### src/mbt_pkg.sv
// Operation
// RQ1: Register functions 3, 4, 6, 16 use address = remote register plus offset.
// RQ2: Fixed-translation master mode forces the offset to zero.
// RQ3: Slave-side translation to upstream register number uses offset zero.
// RQ4: Offset is a full sixteen-bit value, applied only in configurable master mode.
// RQ5: Configuring party keeps upstream register number at or below 8192.
// RQ6: Coil functions 1, 5, 15 start at ((remote + offset - 1) * 16) + 1.
// RQ7: Each register maps to sixteen aligned coils; start coil is register bit one.
// RQ8: No valid reply within timeout: retransmit the same frame and wait again.
// RQ9: At most two retransmissions, three transmissions total, then abandon.
// RQ10: Always-on driver mode keeps transmitter enabled, full duplex.
// RQ11: Handshake-follower mode drives transmitter only while CTS is asserted.
// RQ12: Two-wire mode gates driver with CTS and disables receiver while sending.
// RQ13: Link should normally be 9600 baud, 8 data bits, even parity, 1 stop.
// RQ14: Tx_follows_handshake line holds at most 32 slaves; multidrop off, full duplex.
// RQ15: Two-wire line needs multidrop on with half duplex.
// RQ16: Configurable master uses configured read code for reads, write code for writes.
// RQ17: Configurable mode picks code and offset; fixed mode uses standard translation.
// RQ18: Address arithmetic is sixteen-bit unsigned, wrapping modulo 65536.
package mbt_pkg;
    localparam logic [7:0]  FN_RD_COILS   = 8'h01;
    localparam logic [7:0]  FN_RD_HOLD    = 8'h03;
    localparam logic [7:0]  FN_RD_INPUT   = 8'h04;
    localparam logic [7:0]  FN_WR_COIL    = 8'h05;
    localparam logic [7:0]  FN_WR_REG     = 8'h06;
    localparam logic [7:0]  FN_WR_COILS   = 8'h0f;
    localparam logic [7:0]  FN_WR_REGS    = 8'h10;
    localparam logic [15:0] COILS_PER_REG = 16'h0010;
    localparam logic [15:0] COIL_BASE     = 16'h0001;
    localparam logic [1:0]  MAX_RETRIES   = 2'h2;
    localparam logic [15:0] OFFSET_RESET  = 16'h0000;
    localparam int          FIFO_DEPTH    = 32;

    typedef enum logic [1:0] {
        MBT_DRV_ALWAYS = 2'b00,
        MBT_DRV_FOLLOW = 2'b01,
        MBT_DRV_TWO    = 2'b10
    } mbt_drv_t;

    typedef enum logic [1:0] {
        MBT_IDLE = 2'b00,
        MBT_SEND = 2'b01,
        MBT_WAIT = 2'b10
    } mbt_state_t;

    function automatic logic is_coil_fn(input logic [7:0] fn);
        return fn == FN_RD_COILS || fn == FN_WR_COIL || fn == FN_WR_COILS;
    endfunction

    function automatic logic [15:0] coil_start(input logic [15:0] reg_addr);
        return 16'((reg_addr - COIL_BASE) * COILS_PER_REG + COIL_BASE);
    endfunction
endpackage

### src/mbt_fifo.sv
module mbt_fifo
    import mbt_pkg::*;
#(
    parameter int WIDTH = 41,
    parameter int DEPTH = FIFO_DEPTH
) (
    input  wire logic             clk,
    input  wire logic             rst,
    input  wire logic             in_valid,
    output logic                  in_ready,
    input  wire logic [WIDTH-1:0] in_data,
    output logic                  out_valid,
    input  wire logic             out_ready,
    output logic      [WIDTH-1:0] out_data
);
    localparam int AW = $clog2(DEPTH);

    typedef struct packed {
        logic [AW-1:0] wr;
        logic [AW-1:0] rd;
        logic [AW:0]   count;
        logic          room;
    } mbt_fifo_st_t;

    mbt_fifo_st_t     s;
    mbt_fifo_st_t     next_s;
    logic [WIDTH-1:0] mem [DEPTH];
    logic             push;
    logic             pop;

    // Registered so the upstream ready comes straight from a flip-flop
    assign in_ready  = s.room;
    assign out_valid = s.count != '0;
    assign out_data  = mem[s.rd];
    assign push      = in_valid && in_ready;
    assign pop       = out_valid && out_ready;

    always_comb begin
        next_s = s;
        if (push) begin
            next_s.wr = AW'(s.wr + 1'b1);
        end
        if (pop) begin
            next_s.rd = AW'(s.rd + 1'b1);
        end
        next_s.count = (AW+1)'(s.count + push - pop);
        next_s.room  = next_s.count != (AW+1)'(DEPTH);
    end

    always_ff @(posedge clk or posedge rst) begin
        if (rst) begin
            s      <= '0;
            s.room <= 1'b1;
        end else begin
            s <= next_s;
        end
    end

    always_ff @(posedge clk) begin
        if (push) begin
            mem[s.wr] <= in_data;
        end
    end
endmodule

### src/mbt_master_port.sv
// Master-side request translator: upstream request in, Modbus function/address out,
// with reply timeout and bounded retransmission, plus RS-485 driver control.
module mbt_master_port
    import mbt_pkg::*;
#(
    parameter int TIMEOUT_W = 24
) (
    input  wire logic                 clk,
    input  wire logic                 rst,
    input  wire logic                 cfg_configurable,
    input  wire logic [15:0]          cfg_offset,
    input  wire logic [7:0]           cfg_rd_fn,
    input  wire logic [7:0]           cfg_wr_fn,
    input  wire logic [1:0]           cfg_drv_mode,
    input  wire logic [TIMEOUT_W-1:0] cfg_timeout,
    input  wire logic                 req_valid,
    output logic                      req_ready,
    input  wire logic                 req_write,
    input  wire logic [15:0]          req_remote,
    input  wire logic [7:0]           req_fixed_fn,
    input  wire logic [15:0]          sl_mb_addr,
    output logic      [15:0]          sl_up_reg,
    output logic                      frm_valid,
    input  wire logic                 frm_ready,
    output logic      [7:0]           frm_fn,
    output logic      [15:0]          frm_addr,
    output logic      [1:0]           frm_attempt,
    input  wire logic                 frm_done,
    input  wire logic                 rply_ok,
    output logic                      req_ok,
    output logic                      req_abandon,
    input  wire logic                 cts_pin,
    output logic                      tx_oe,
    output logic                      rx_en
);
    localparam int QW = 1 + 16 + 8;

    typedef struct packed {
        mbt_state_t           st;
        logic [7:0]           fn;
        logic [15:0]          addr;
        logic [1:0]           attempt;
        logic [TIMEOUT_W-1:0] timer;
        logic                 frm_valid;
        logic                 sending;
        logic                 req_ok;
        logic                 req_abandon;
        logic [15:0]          sl_up_reg;
        logic                 cts_s1;
        logic                 cts_s2;
        logic                 tx_oe;
        logic                 rx_en;
    } mbt_st_t;

    mbt_st_t         s;
    mbt_st_t         next_s;
    logic            q_valid;
    logic            q_take;
    logic [QW-1:0]   q_data;
    logic            q_write;
    logic [15:0]     q_remote;
    logic [7:0]      q_fixed_fn;
    logic [15:0]     eff_offset;
    logic [15:0]     reg_addr;
    logic [7:0]      sel_fn;

    // Requests queue here so upstream need not stall while a slow slave is retried, until FIFO_DEPTH entries wait
    mbt_fifo #(
        .WIDTH (QW),
        .DEPTH (FIFO_DEPTH)
    ) u_fifo (
        .clk       (clk),
        .rst       (rst),
        .in_valid  (req_valid),
        .in_ready  (req_ready),
        .in_data   ({req_write, req_remote, req_fixed_fn}),
        .out_valid (q_valid),
        .out_ready (q_take),
        .out_data  (q_data)
    );

    assign {q_write, q_remote, q_fixed_fn} = q_data;
    assign q_take = q_valid && s.st == MBT_IDLE;

    always_comb begin
        eff_offset = cfg_configurable ? cfg_offset : OFFSET_RESET;      // [RQ2] [RQ4] [RQ17]
        sel_fn     = cfg_configurable ? (q_write ? cfg_wr_fn : cfg_rd_fn)
                                      : q_fixed_fn;                     // [RQ16] [RQ17]
        reg_addr   = 16'(q_remote + eff_offset);                        // [RQ1] [RQ18]
    end

    always_comb begin
        next_s             = s;
        next_s.req_ok      = 1'b0;
        next_s.req_abandon = 1'b0;
        next_s.cts_s1      = cts_pin;
        next_s.cts_s2      = s.cts_s1;
        next_s.sl_up_reg   = sl_mb_addr;                                // [RQ3]
        unique case (s.st)
            MBT_IDLE: begin
                if (q_valid) begin
                    next_s.fn        = sel_fn;
                    // Coil start is bit one of a sixteen-coil aligned group
                    next_s.addr      = is_coil_fn(sel_fn) ? coil_start(reg_addr)
                                                          : reg_addr; // [RQ6] [RQ7]
                    next_s.attempt   = 2'h0;
                    next_s.frm_valid = 1'b1;
                    next_s.st        = MBT_SEND;
                end
            end
            MBT_SEND: begin
                if (frm_ready) begin
                    next_s.frm_valid = 1'b0;
                    next_s.sending   = 1'b1;
                end
                if (s.sending && frm_done) begin
                    next_s.sending = 1'b0;
                    next_s.timer   = cfg_timeout;
                    next_s.st      = MBT_WAIT;
                end
            end
            MBT_WAIT: begin
                if (rply_ok) begin
                    next_s.req_ok = 1'b1;
                    next_s.st     = MBT_IDLE;
                end else if (s.timer != '0) begin
                    next_s.timer = TIMEOUT_W'(s.timer - 1'b1);
                end else if (s.attempt != MAX_RETRIES) begin
                    next_s.attempt   = 2'(s.attempt + 1'b1);            // [RQ8]
                    next_s.frm_valid = 1'b1;
                    next_s.st        = MBT_SEND;
                end else begin
                    next_s.req_abandon = 1'b1;                          // [RQ9]
                    next_s.st          = MBT_IDLE;
                end
            end
            default: next_s.st = MBT_IDLE;
        endcase
        unique case (cfg_drv_mode)
            MBT_DRV_FOLLOW: begin
                next_s.tx_oe = s.cts_s2;                                // [RQ11]
                next_s.rx_en = 1'b1;
            end
            MBT_DRV_TWO: begin
                next_s.tx_oe = s.cts_s2;                                // [RQ12]
                next_s.rx_en = !(s.cts_s2 || s.sending || s.frm_valid); // [RQ12]
            end
            default: begin
                next_s.tx_oe = 1'b1;                                    // [RQ10]
                next_s.rx_en = 1'b1;
            end
        endcase
    end

    always_ff @(posedge clk or posedge rst) begin
        if (rst) begin
            s       <= '0;
            s.st    <= MBT_IDLE;
            s.rx_en <= 1'b1;
            s.tx_oe <= 1'b1;
        end else begin
            s <= next_s;
        end
    end

    assign frm_valid   = s.frm_valid;
    assign frm_fn      = s.fn;
    assign frm_addr    = s.addr;
    assign frm_attempt = s.attempt;
    assign req_ok      = s.req_ok;
    assign req_abandon = s.req_abandon;
    assign sl_up_reg   = s.sl_up_reg;
    assign tx_oe       = s.tx_oe;
    assign rx_en       = s.rx_en;
endmodule

### config.mk
export PLATFORM = sky130hd
export DESIGN_NAME = mbt_master_port
export DESIGN_NICKNAME = d
export VERILOG_FILES = /design/src/mbt_pkg.sv /design/src/mbt_fifo.sv /design/src/mbt_master_port.sv
export SDC_FILE = /design/constraint.sdc
export NUM_CORES = 1
export LEC_CHECK = 0
export BUFFER_PORTS_ARGS = -buffer_cell sky130_fd_sc_hd__buf_2
export CAP_MARGIN = 20
export CELL_PAD_IN_SITES_DETAIL_PLACEMENT = 2
export CELL_PAD_IN_SITES_GLOBAL_PLACEMENT = 2
export CORE_ASPECT_RATIO = 0.8
export CORE_MARGIN = 2
export CORE_UTILIZATION = 52
export DETAILED_ROUTE_END_ITERATION = 16
export HOLD_SLACK_MARGIN = 0.06
export PLACE_DENSITY_LB_ADDON = 0.1
export SYNTH_ARGS = -nofsm -noshare
export SYNTH_HDL_FRONTEND = slang
export SYNTH_SLANG_ARGS = --single-unit
### constraint.sdc
create_clock -name clk -period 11.4 [get_ports clk]
set_clock_uncertainty 0.1 [all_clocks]
set_input_delay 1.14 -clock clk [delete_from_list [all_inputs] [get_ports clk]]
set_output_delay 1.14 -clock clk [all_outputs]
set_load 0.05 [all_outputs]
# Yosys cells after proc, flatten, opt, wreduce, memory -nomap -nowiden
# Memory sizes are Yosys's and may differ from the RTL's.
# Index checks and enable logic that the tools add are counted.
op_classes:
  add_sub_neg: 9
  mul: 0
  n_div: 0
  order_cmp: 0
  n_eq_ne: 17
  shifts: 0
  mux: 31
  n_bitwise: 0
  reduce_logical: 22
ops:
  columns: ["cell", "n"]
  rows:
  - ["$mux W24", 2]
  - ["$pmux W24 S2", 1]
  - ["$mux W16", 2]
  - ["$mux W28", 1]
  - ["$mux W27", 1]
  - ["$reduce_bool A24 Y1", 1]
  - ["$sub A24 B1 Y24 const B", 1]
  - ["$add A16 B1 Y16 const B", 1]
  - ["$add A16 B16 Y16", 1]
  - ["$mux W8", 2]
  - ["$ne A2 B2 Y1 const B", 8]
  - ["$mux W2", 7]
  - ["$sub A12 B1 Y12 const B", 1]
  - ["$mux W1", 11]
  - ["$add A5 B1 Y5 const B", 2]
  - ["$eq A8 B1 Y1 const B", 1]
  - ["$eq A8 B3 Y1 const B", 1]
  - ["$eq A8 B4 Y1 const B", 1]
  - ["$pmux W2 S2", 2]
  - ["$add A6 B1 Y6", 1]
  - ["$ne A6 B6 Y1 const B", 1]
  - ["$pmux W2 S3", 1]
  - ["$reduce_and A6 Y1", 1]
  - ["$reduce_bool A2 Y1", 3]
  - ["other kinds (16)", 25]
word_totals:
  reg_bits: 93
  latch_bits: 0
  mem_bits_rw: 800
  romBits: 0
  inputBits: 107
  elab_cells: 98
  n_memories: 1
memory_table:
  columns: ["memory", "depth", "width", "read_ports", "rd_clocked_by_memory_dff", "write_ports", "line", "rtl"]
  rows:
  - ["u_fifo.mem", 32, 25, 1, 0, 1, "mbt_fifo.sv:27", "logic [WIDTH-1:0] mem [DEPTH];"]

# Longest topological paths before layout
# Gate-level depths: netlist (run 1).
# An unclocked memory read counts as a cell.
depth:
  word_depth: 9
  depth_mapped: 21
  mapped_depth_nobuf: 17

# Cells and area by module
# From an unflattened synthesis (run 1), not the netlist that was laid out.
hier_totals:
  hier_cells: 2013
  hier_area_um2: 36545.0
modules_own_cells:
  columns: ["mod", "n_inst", "cells_each", "area_per_inst_um2"]
  rows:
  - ["mbt_fifo", 1, 1442, 31505.2]
  - ["mbt_master_port", 1, 571, 5039.8]

# Least setup slack after synthesis (run 1)
# OpenSTA, ideal clock, no wires.
synth_timing:
  path_type: "reg2reg"
  from: "reg u_fifo.s[8] in the netlist's numbering"
  to: "reg s, in the netlist frm_addr[15]"
  setup_time_ps: 121
  arrival_ps: 5693
  required_time_ps: 11179
  slack_ps: 5487
  path_stages_with_launch: 22
  synth_period_minus_slack_ps: 5913
  cell_sequence: "dfrtp_1 -> buf_2 -> buf_2 -> buf_2 -> buf_2 -> buf_1 -> clkbuf_1 -> clkbuf_1 -> mux4_2 -> mux4_2 -> mux2_2 -> ha_1 -> fa_1 -> a21o_1 -> a41oi_1 -> nand2_1 -> xnor2_1 -> nand4_1 -> a211oi_1 -> xnor3_1 -> o21ai_0 -> o21ai_1"
synth_between:
  elab_chain_len: 7
  elab_cells_between_ends: 12
  cone_classes: "add/sub: 3; eq/ne: 3; mux: 3; reduce/logical: 2; memory: 1"
synth_lines:
  columns: ["item", "line", "rtl"]
  rows:
  - ["start, declared", "mbt_fifo.sv:25", "mbt_fifo_st_t s;"]
  - ["start signal, assigned", "mbt_fifo.sv:55", "s <= next_s;"]
  - ["$mem_v2 Z32 W25 *", null, null]
  - ["branches (longest 5 deep; another with $add A16 B16 Y16)", null, null]
  - ["$mux W16 *", "mbt_master_port.sv:104", "next_s.addr = is_coil_fn(sel_fn) ? coil_start(reg_addr)"]
  - ["end signal, assigned", "mbt_master_port.sv:162", "s <= next_s;"]
  - ["end, declared", "mbt_master_port.sv:55", "mbt_st_t s;"]
# Mark *: on every way between the ends.
# A chain may end at the register's enable or synchronous reset.

# Final worst setup path (run 1)
layout_timing:
  from: "reg u_fifo.s[7] in the netlist's numbering"
  to: "reg s, in the netlist frm_addr[15]"
# Same word-level chain as after synthesis.

==> qor.yml, run 1 <==
avgSynthCellArea_um2: 19.6
hold_path_class: "register to register"
yosys_warnings: 0
gp_congestion: 0.776
setup_viol: 0
worstSetupStartpointType: "register"
placed_cells: 2851
max-slew-margin-rel_pct: 19.6
grt_max_degree: 113
cts_sinks: 893
place_hpwl_um: 68800
grt_antenna_before_repair: 2
fin_tns_setup_ns: 0
final_common_cell: "edfxtp_1"
die_x_um: 299
placed_area_um2: 38100
netlist.area_leader.share_pct: 66.2
final_antenna_net_count: 0
fin_crit_ns: 6.63
grt_pass1_wl_um: 185000
post_cts_buffers: 0
status: "finished clean"
final.period_utilization_pct: 58.1
ys_ff_latch: 893
core_um2: 69000
synth_ff_type: "edfxtp_1"
initial_utilization_pct: 52.6
path_max_fanout: 43
root_buffer: "clkbuf_16"
grt-ovfl-total: 0
drt_iter0_markers: 2939
track_usage_pct: 37.8
fmax_mhz: 151
synth_area_um2: 36300
regMostFlops: "u_fifo.mem"
p_leak_uw: 0.0136
power-per-cell-area_nw_per_um2: 280
layout.nets: 2157
wl_per_cell_um: 44.4
hold_buffers: 0
final_layout_size_suffix_gt1_share_pct: 30.6
stdcell_count: 3007
synthCells: 1854
clock_path_buffers: 3
yosysUniqueCellTypes: 71
grt_pass1_vias: 22800
clk_pin_slew_ns: 0.07
drv_slew: 0
final_cell_mix: "edfxtp_1 (800), mux4_2 (242), buf_2 (154)"
yosys-top-cells-area: "edfxtp_1 (66%), mux4_2 (15%), dfrtp_1 (6.2%), ha_1 (1.1%), buf_4 (0.93%)"
cts_tree: "yes"
top_regs: "u_fifo.mem (800), s (28)"
end_kind: "register"
synth-edff-count: 800
yosysTopAreaCell: "edfxtp_1"
htreeDepth: 3
yosysSeqAreaShare_pct: 72.7
area_growth_pct: 12.6
die_area_um2: 71900
tightestPinTransition_ns: 1.17
via_count: 21200
post_cts_resize_count: 0
cp.arrival_ns: 7.06
die_y_um: 240
clk_latency_ns: 0.66
via_per_inst: 7.06
critical_path_class: "register to register"
synth_fp_nets: 1996
finalHoldViolations: 0
port-buffer-count: 154
cts_inserted_buffers: 86
largest_register_ffs: 800
wl_um: 133000
drc: 0
dr.pass1.iters: 5
final_cell_area_um2: 40800
synthArstFlopShare_pct: 10.4
rsz0062_at_grt: "no"
ir_worst_vdd_v: 0.000193
max-cap-violations: 0
ios: 155
final_util_pct: 59.2
num_rows: 86
required_ns: 11.83
## Yosys cell counts (all sizes together) (3+ instances only)
cell and instances:
edfxtp 800, mux4 242, dfrtp 90, buf 83
nor2 83, nand2 73, o21ai 64, clkbuf 47
a21oi 42, ha 33, inv 29, mux2i 27
xnor2 22, and2 21, mux2 19, nor3 17
nand3 15, or3 14, a22oi 10, nor2b 9
a21o 8, a211oi 7, a31oi 7, xor2 7
nand4 6, o211ai 5, a22o 4, a311oi 4
nand2b 4, nand3b 4, nor4 4, o21a 4
dfstp 3, nor3b 3, o31a 3, o31ai 3
or2 3
## layer usage
layer  global-route usage [%]  routed length (um)  part of all wire, %  vias to the layer above
li1                         -                   -                    -                     7801
met1                     47.4               46900                   35                    11500
met2                     63.6               67500                   51                     1506
met3                     7.46               11300                  8.5                      463
met4                     18.8                7740                  5.8                        2
met5                        0                  11               0.0082                        -
## report_power, final
group          leakage (uW)  switching [uW]  total (uW)  internal [uW]
clock network       0.00133            1340        2920           1580
logic               0.00398            2620        4240           1620
registers           0.00831             356        4250           3900
total                0.0136            4310       11400           7100
## final timing paths
path | from | cells past startpoint | to | slack, ns
worst min register to register | next_s[2] | 0 | s[2] | 0.27
worst min-delay path | next_s[2] | 0 | s[2] | 0.27
max in group asynchronous | rst | 3 | u_fifo.s[9] | 9.33
min in group asynchronous | rst | 2 | u_fifo.s[1] | 0.43
worst max-delay path | u_fifo.s[7] | 14 | frm_addr[15] | 4.78
worst max register to register | u_fifo.s[7] | 14 | frm_addr[15] | 4.78
## critical path: stages, from the launching register on
cell and delay [ns]:
dfrtp_4 1.02, buf_4 0.75, mux4_2 0.61, mux4_2 0.51, mux2_2 0.34, ha_1 0.41, o21a_1 0.25, a2111oi_0 0.25
a311o_1 0.42, nor4_1 0.46, nand4_1 0.26, a211oi_1 0.44, xnor3_1 0.28, o21ai_0 0.21, o21ai_1 0.11
## metrics by stage
stage	hold slack, ns	worst slack [ns]	power, uW
6_report	0.272	4.78	11400
5_1_grt	0.275	4.47	11700
4_1_cts	0.276	4.77	11400
3_5_place_dp	0.242	5.20	8260
3_3_place_gp	0.234	5.38	7890
2_1_floorplan	0.231	5.49	6910
## final cells by class
type / instances / area (um2)
inverters: 30 / 115
clock inverters: 38 / 274
fillers: 5558 / 28100
well taps: 924 / 1160
repair buffers: 203 / 1150
flip-flops and latches: 893 / 26400
diodes: 2 / 5.00
multi-input cells: 801 / 9330
clock buffers: 116 / 2420
## cell families after synthesis
family          count (synthesis)  share of synthesized area [%]
buf+inv                       160                           2.27
xor+xnor                       30                          0.762
fa+ha+maj                      35                           1.25
flops                         893                           72.7
compound gates                181                           3.14
simple gates                  267                           3.56
mux                           288                           16.4
No activity file was read; power rests on OpenSTA's default activity.
==> inputs of run 2 (changes only) <==
--- a/config.mk
+++ b/config.mk
@@ -5,13 +5,14 @@
 export SDC_FILE = /design/constraint.sdc
 export NUM_CORES = 1
 export LEC_CHECK = 0
+export ABC_AREA = 1
 export BUFFER_PORTS_ARGS = -buffer_cell sky130_fd_sc_hd__buf_2
 export CAP_MARGIN = 20
 export CELL_PAD_IN_SITES_DETAIL_PLACEMENT = 2
 export CELL_PAD_IN_SITES_GLOBAL_PLACEMENT = 2
 export CORE_ASPECT_RATIO = 0.8
 export CORE_MARGIN = 2
-export CORE_UTILIZATION = 52
+export CORE_UTILIZATION = 42
 export DETAILED_ROUTE_END_ITERATION = 16
 export HOLD_SLACK_MARGIN = 0.06
 export PLACE_DENSITY_LB_ADDON = 0.1
==> constraint.sdc (replaced) <==
create_clock -name clk -period 6.54 [get_ports clk]
set_clock_uncertainty 0.1 [all_clocks]
set_input_delay 0.654 -clock clk [delete_from_list [all_inputs] [get_ports clk]]
set_output_delay 0.654 -clock clk [all_outputs]
set_load 0.05 [all_outputs]
==> qor.yml, run 2 <==
final_antenna_net_count: 0  # unchanged
setup_viol: 0  # unchanged
synth_ff_type: "edfxtp_1"
r2r_cells: 21  # +7
final_cell_mix: "edfxtp_1 (800), nor2_1 (492), nand2_1 (395)"
root_buffer: "clkbuf_16"
final_util_pct: 47.7  # -11 points
layout.nets: 3438  # +59%
regMostFlops: "u_fifo.mem"
r2r_start: "u_fifo.s[7]"
clk_pin_slew_ns: 0.06  # about the same
fmax_mhz: 176  # +17%
yosys_warnings: 0  # unchanged
top_regs: "u_fifo.mem (800), s (28)"
p_leak_uw: 0.0151  # +11%
end_kind: "register"
synth_fp_nets: 3342  # +67%
largest_register_ffs: 800  # unchanged
synthTopCellsByCount: "edfxtp_1 (800), nor2_1 (523), nand2_1 (395)"
hold_path_class: "input port to register"
fin_tns_setup_ns: 0  # unchanged
n_fill_cell: 8888  # +60%
synth-edff-count: 800  # unchanged
die_y_um: 272  # +13%
cp.arrival_ns: 6.12  # -0.94 ns
yosysTopAreaCell: "edfxtp_1"
required_ns: 6.98  # -4.85 ns
cts_inserted_buffers: 92  # +7.0%
wl_um: 140000  # +4.9%
critical_path_class: "register to register"
yosys-top-cells-area: "edfxtp_1 (64%), dfrtp_1 (6.0%), nor2_1 (5.2%), o21ai_0 (5.0%), nand2_1 (3.9%)"
avgSynthCellArea_um2: 11.7  # -40%
ios: 155  # unchanged
hold_end: "req_abandon"
synthCells: 3200  # +73%
max-slew-margin-rel_pct: 34.1  # +14 points
clk_latency_ns: 0.68  # +0.02 ns
final_layout_size_suffix_gt1_share_pct: 12.2  # -18 points
grt_antenna_before_repair: 5  # +3
yosysSeqAreaShare_pct: 70.1  # -2.6 points
yosysUniqueCellTypes: 46  # -35%
place_hpwl_um: 75100  # +9.3%
port-buffer-count: 154  # unchanged
finalHoldViolations: 0  # unchanged
synthArstFlopShare_pct: 10.4  # unchanged
path_max_fanout: 173  # +300%
whs_path_depth: 2  # +2
ys_ff_latch: 893  # unchanged
synth_most_common_cell: "edfxtp_1"
worstSetupStartpointType: "register"
core_um2: 89000  # +29%
status: "finished clean"
die_area_um2: 91900  # +28%
post_cts_resize_count: 0  # unchanged
via_per_inst: 5.95  # -16%
hold_buffers: 18  # +18
drv_slew: 0  # unchanged
n_antenna_cell: 0  # -2
clock_path_buffers: 3  # unchanged
netlist.area_leader.share_pct: 63.9  # -2.3 points
final_common_cell: "edfxtp_1"
grt_pass1_wl_um: 204000  # +10%
htreeDepth: 3  # unchanged
dr.pass1.iters: 7  # +2
initial_utilization_pct: 42.2  # -10 points
drc: 0  # unchanged
tightestPinTransition_ns: 0.989  # -0.186 ns
final.period_utilization_pct: 86.9  # +29 points
drt_iter0_markers: 2401  # -18%
grt_max_degree: 174  # +54%
cts_tree: "yes"
fin_crit_ns: 5.68  # -0.942 ns
startpoint: "u_fifo.s[7]"
ir_worst_vdd_v: 0.000354  # +83%
grt-ovfl-total: 0  # unchanged
post_cts_buffers: 0  # unchanged
power-per-cell-area_nw_per_um2: 489  # +75%
r2r-end: "frm_addr[11]"
track_usage_pct: 30.2  # -7.6 points
min_from: "rply_ok"
area_growth_pct: 13.0
wl_per_cell_um: 30.7  # -31%
grt_pass1_vias: 29300  # +28%
r2r_slack_ns: 0.86  # -3.92 ns
cts_sinks: 893  # unchanged
rsz0062_at_grt: "no"
max-cap-violations: 0  # unchanged
num_rows: 98  # +14%
gp_congestion: 0.799  # +2.9%
synth_area_um2: 37600  # +3.6%
die_x_um: 338  # +13%
via_count: 27200  # +28%
run 2: area by class of cell:
class | count | area, um2 | share of cell area, %
repair buffers | 229 | 1440 | 3.38
well taps | 1200 | 1500 | 3.53
clock buffers | 115 | 2470 | 5.81
flip-flops and latches | 893 | 26400 | 62.0
clock inverters | 48 | 435 | 1.02
multi-input cells | 1904 | 9610 | 22.6
inverters | 176 | 678 | 1.60
run 2: metrics by stage:
| stage | std cells | hold slack (ns) | instance area [um2] | worst slack, ns | power, uW |
|---|---|---|---|---|---|
| final | 4565 | 0.146 | 42500 | 0.857 | 20800 |
| after global routing | 4565 | 0.131 | 42500 | 0.424 | 21900 |
| after CTS | 4564 | 0.0809 | 42500 | 0.948 | 20900 |
| after detailed placement | 4383 | 0.236 | 39400 | 1.04 | 15500 |
| after global placement | 4383 | 0.239 | 39400 | 1.31 | 15000 |
| after floorplan | 3200 | 0.231 | 37600 | 2.52 | 12600 |
run 2: critical path: stages, from the launching register on:
cell and delay, ns:
dfrtp_4 0.94, clkinv_8 0.73, o21ai_0 0.47, o221ai_1 0.16, nand3_1 0.15, nand3_1 0.09
o21ai_0 0.39, inv_1 0.15, ha_1 0.43, inv_1 0.11, nor3_1 0.22, nand2_1 0.08
nand2_1 0.09, xor2_1 0.35, nand2_1 0.16, nor2_1 0.21, nand2_1 0.09, xor2_1 0.15
inv_1 0.07, nand3_1 0.07, nand3_1 0.12, nand2_1 0.07
run 2: cells by family (layout without fill, tap and decap cells):
kind of cell,after synthesis,count (layout),share of synthesized area [%]
AND/OR/NAND/NOR,1147,1147,12.5
XOR/XNOR,30,30,0.699
flip-flops,893,893,70.1
AO/OA/AOI/OAI,692,692,10.5
buffers and inverters,403,568,4.97
adder cells (fa/ha/maj),35,35,1.20
run 2: metal layers:
metal / GRT usage, % / vias up / share of wire, %
met1: 40.7 / 14400 / 43
li1: - / 11600 / -
met2: 50.9 / 985 / 48
met4: 10.1 / 4 / 3.5
met5: 0 / - / 0.018
met3: 3.85 / 262 / 5.5
run 2: how the worst max path moves through the flow:
stage | end | slack (ns) | depth (start not counted)
floorplan | frm_addr[13] | 2.52 | 29
global placement | frm_addr[15] | 1.31 | 22
detailed placement | frm_addr[11] | 1.04 | 21
CTS | frm_addr[15] | 0.95 | 22
global route | frm_addr[11] | 0.42 | 21
finish | frm_addr[11] | 0.86 | 21
run 2: report_power, final:
| part | internal, uW | leakage [uW] | switching [uW] | total (uW) |
|---|---|---|---|---|
| clock network | 2950 | 0.00143 | 2310 | 5260 |
| logic | 2150 | 0.00541 | 6160 | 8310 |
| registers | 6810 | 0.00831 | 413 | 7220 |
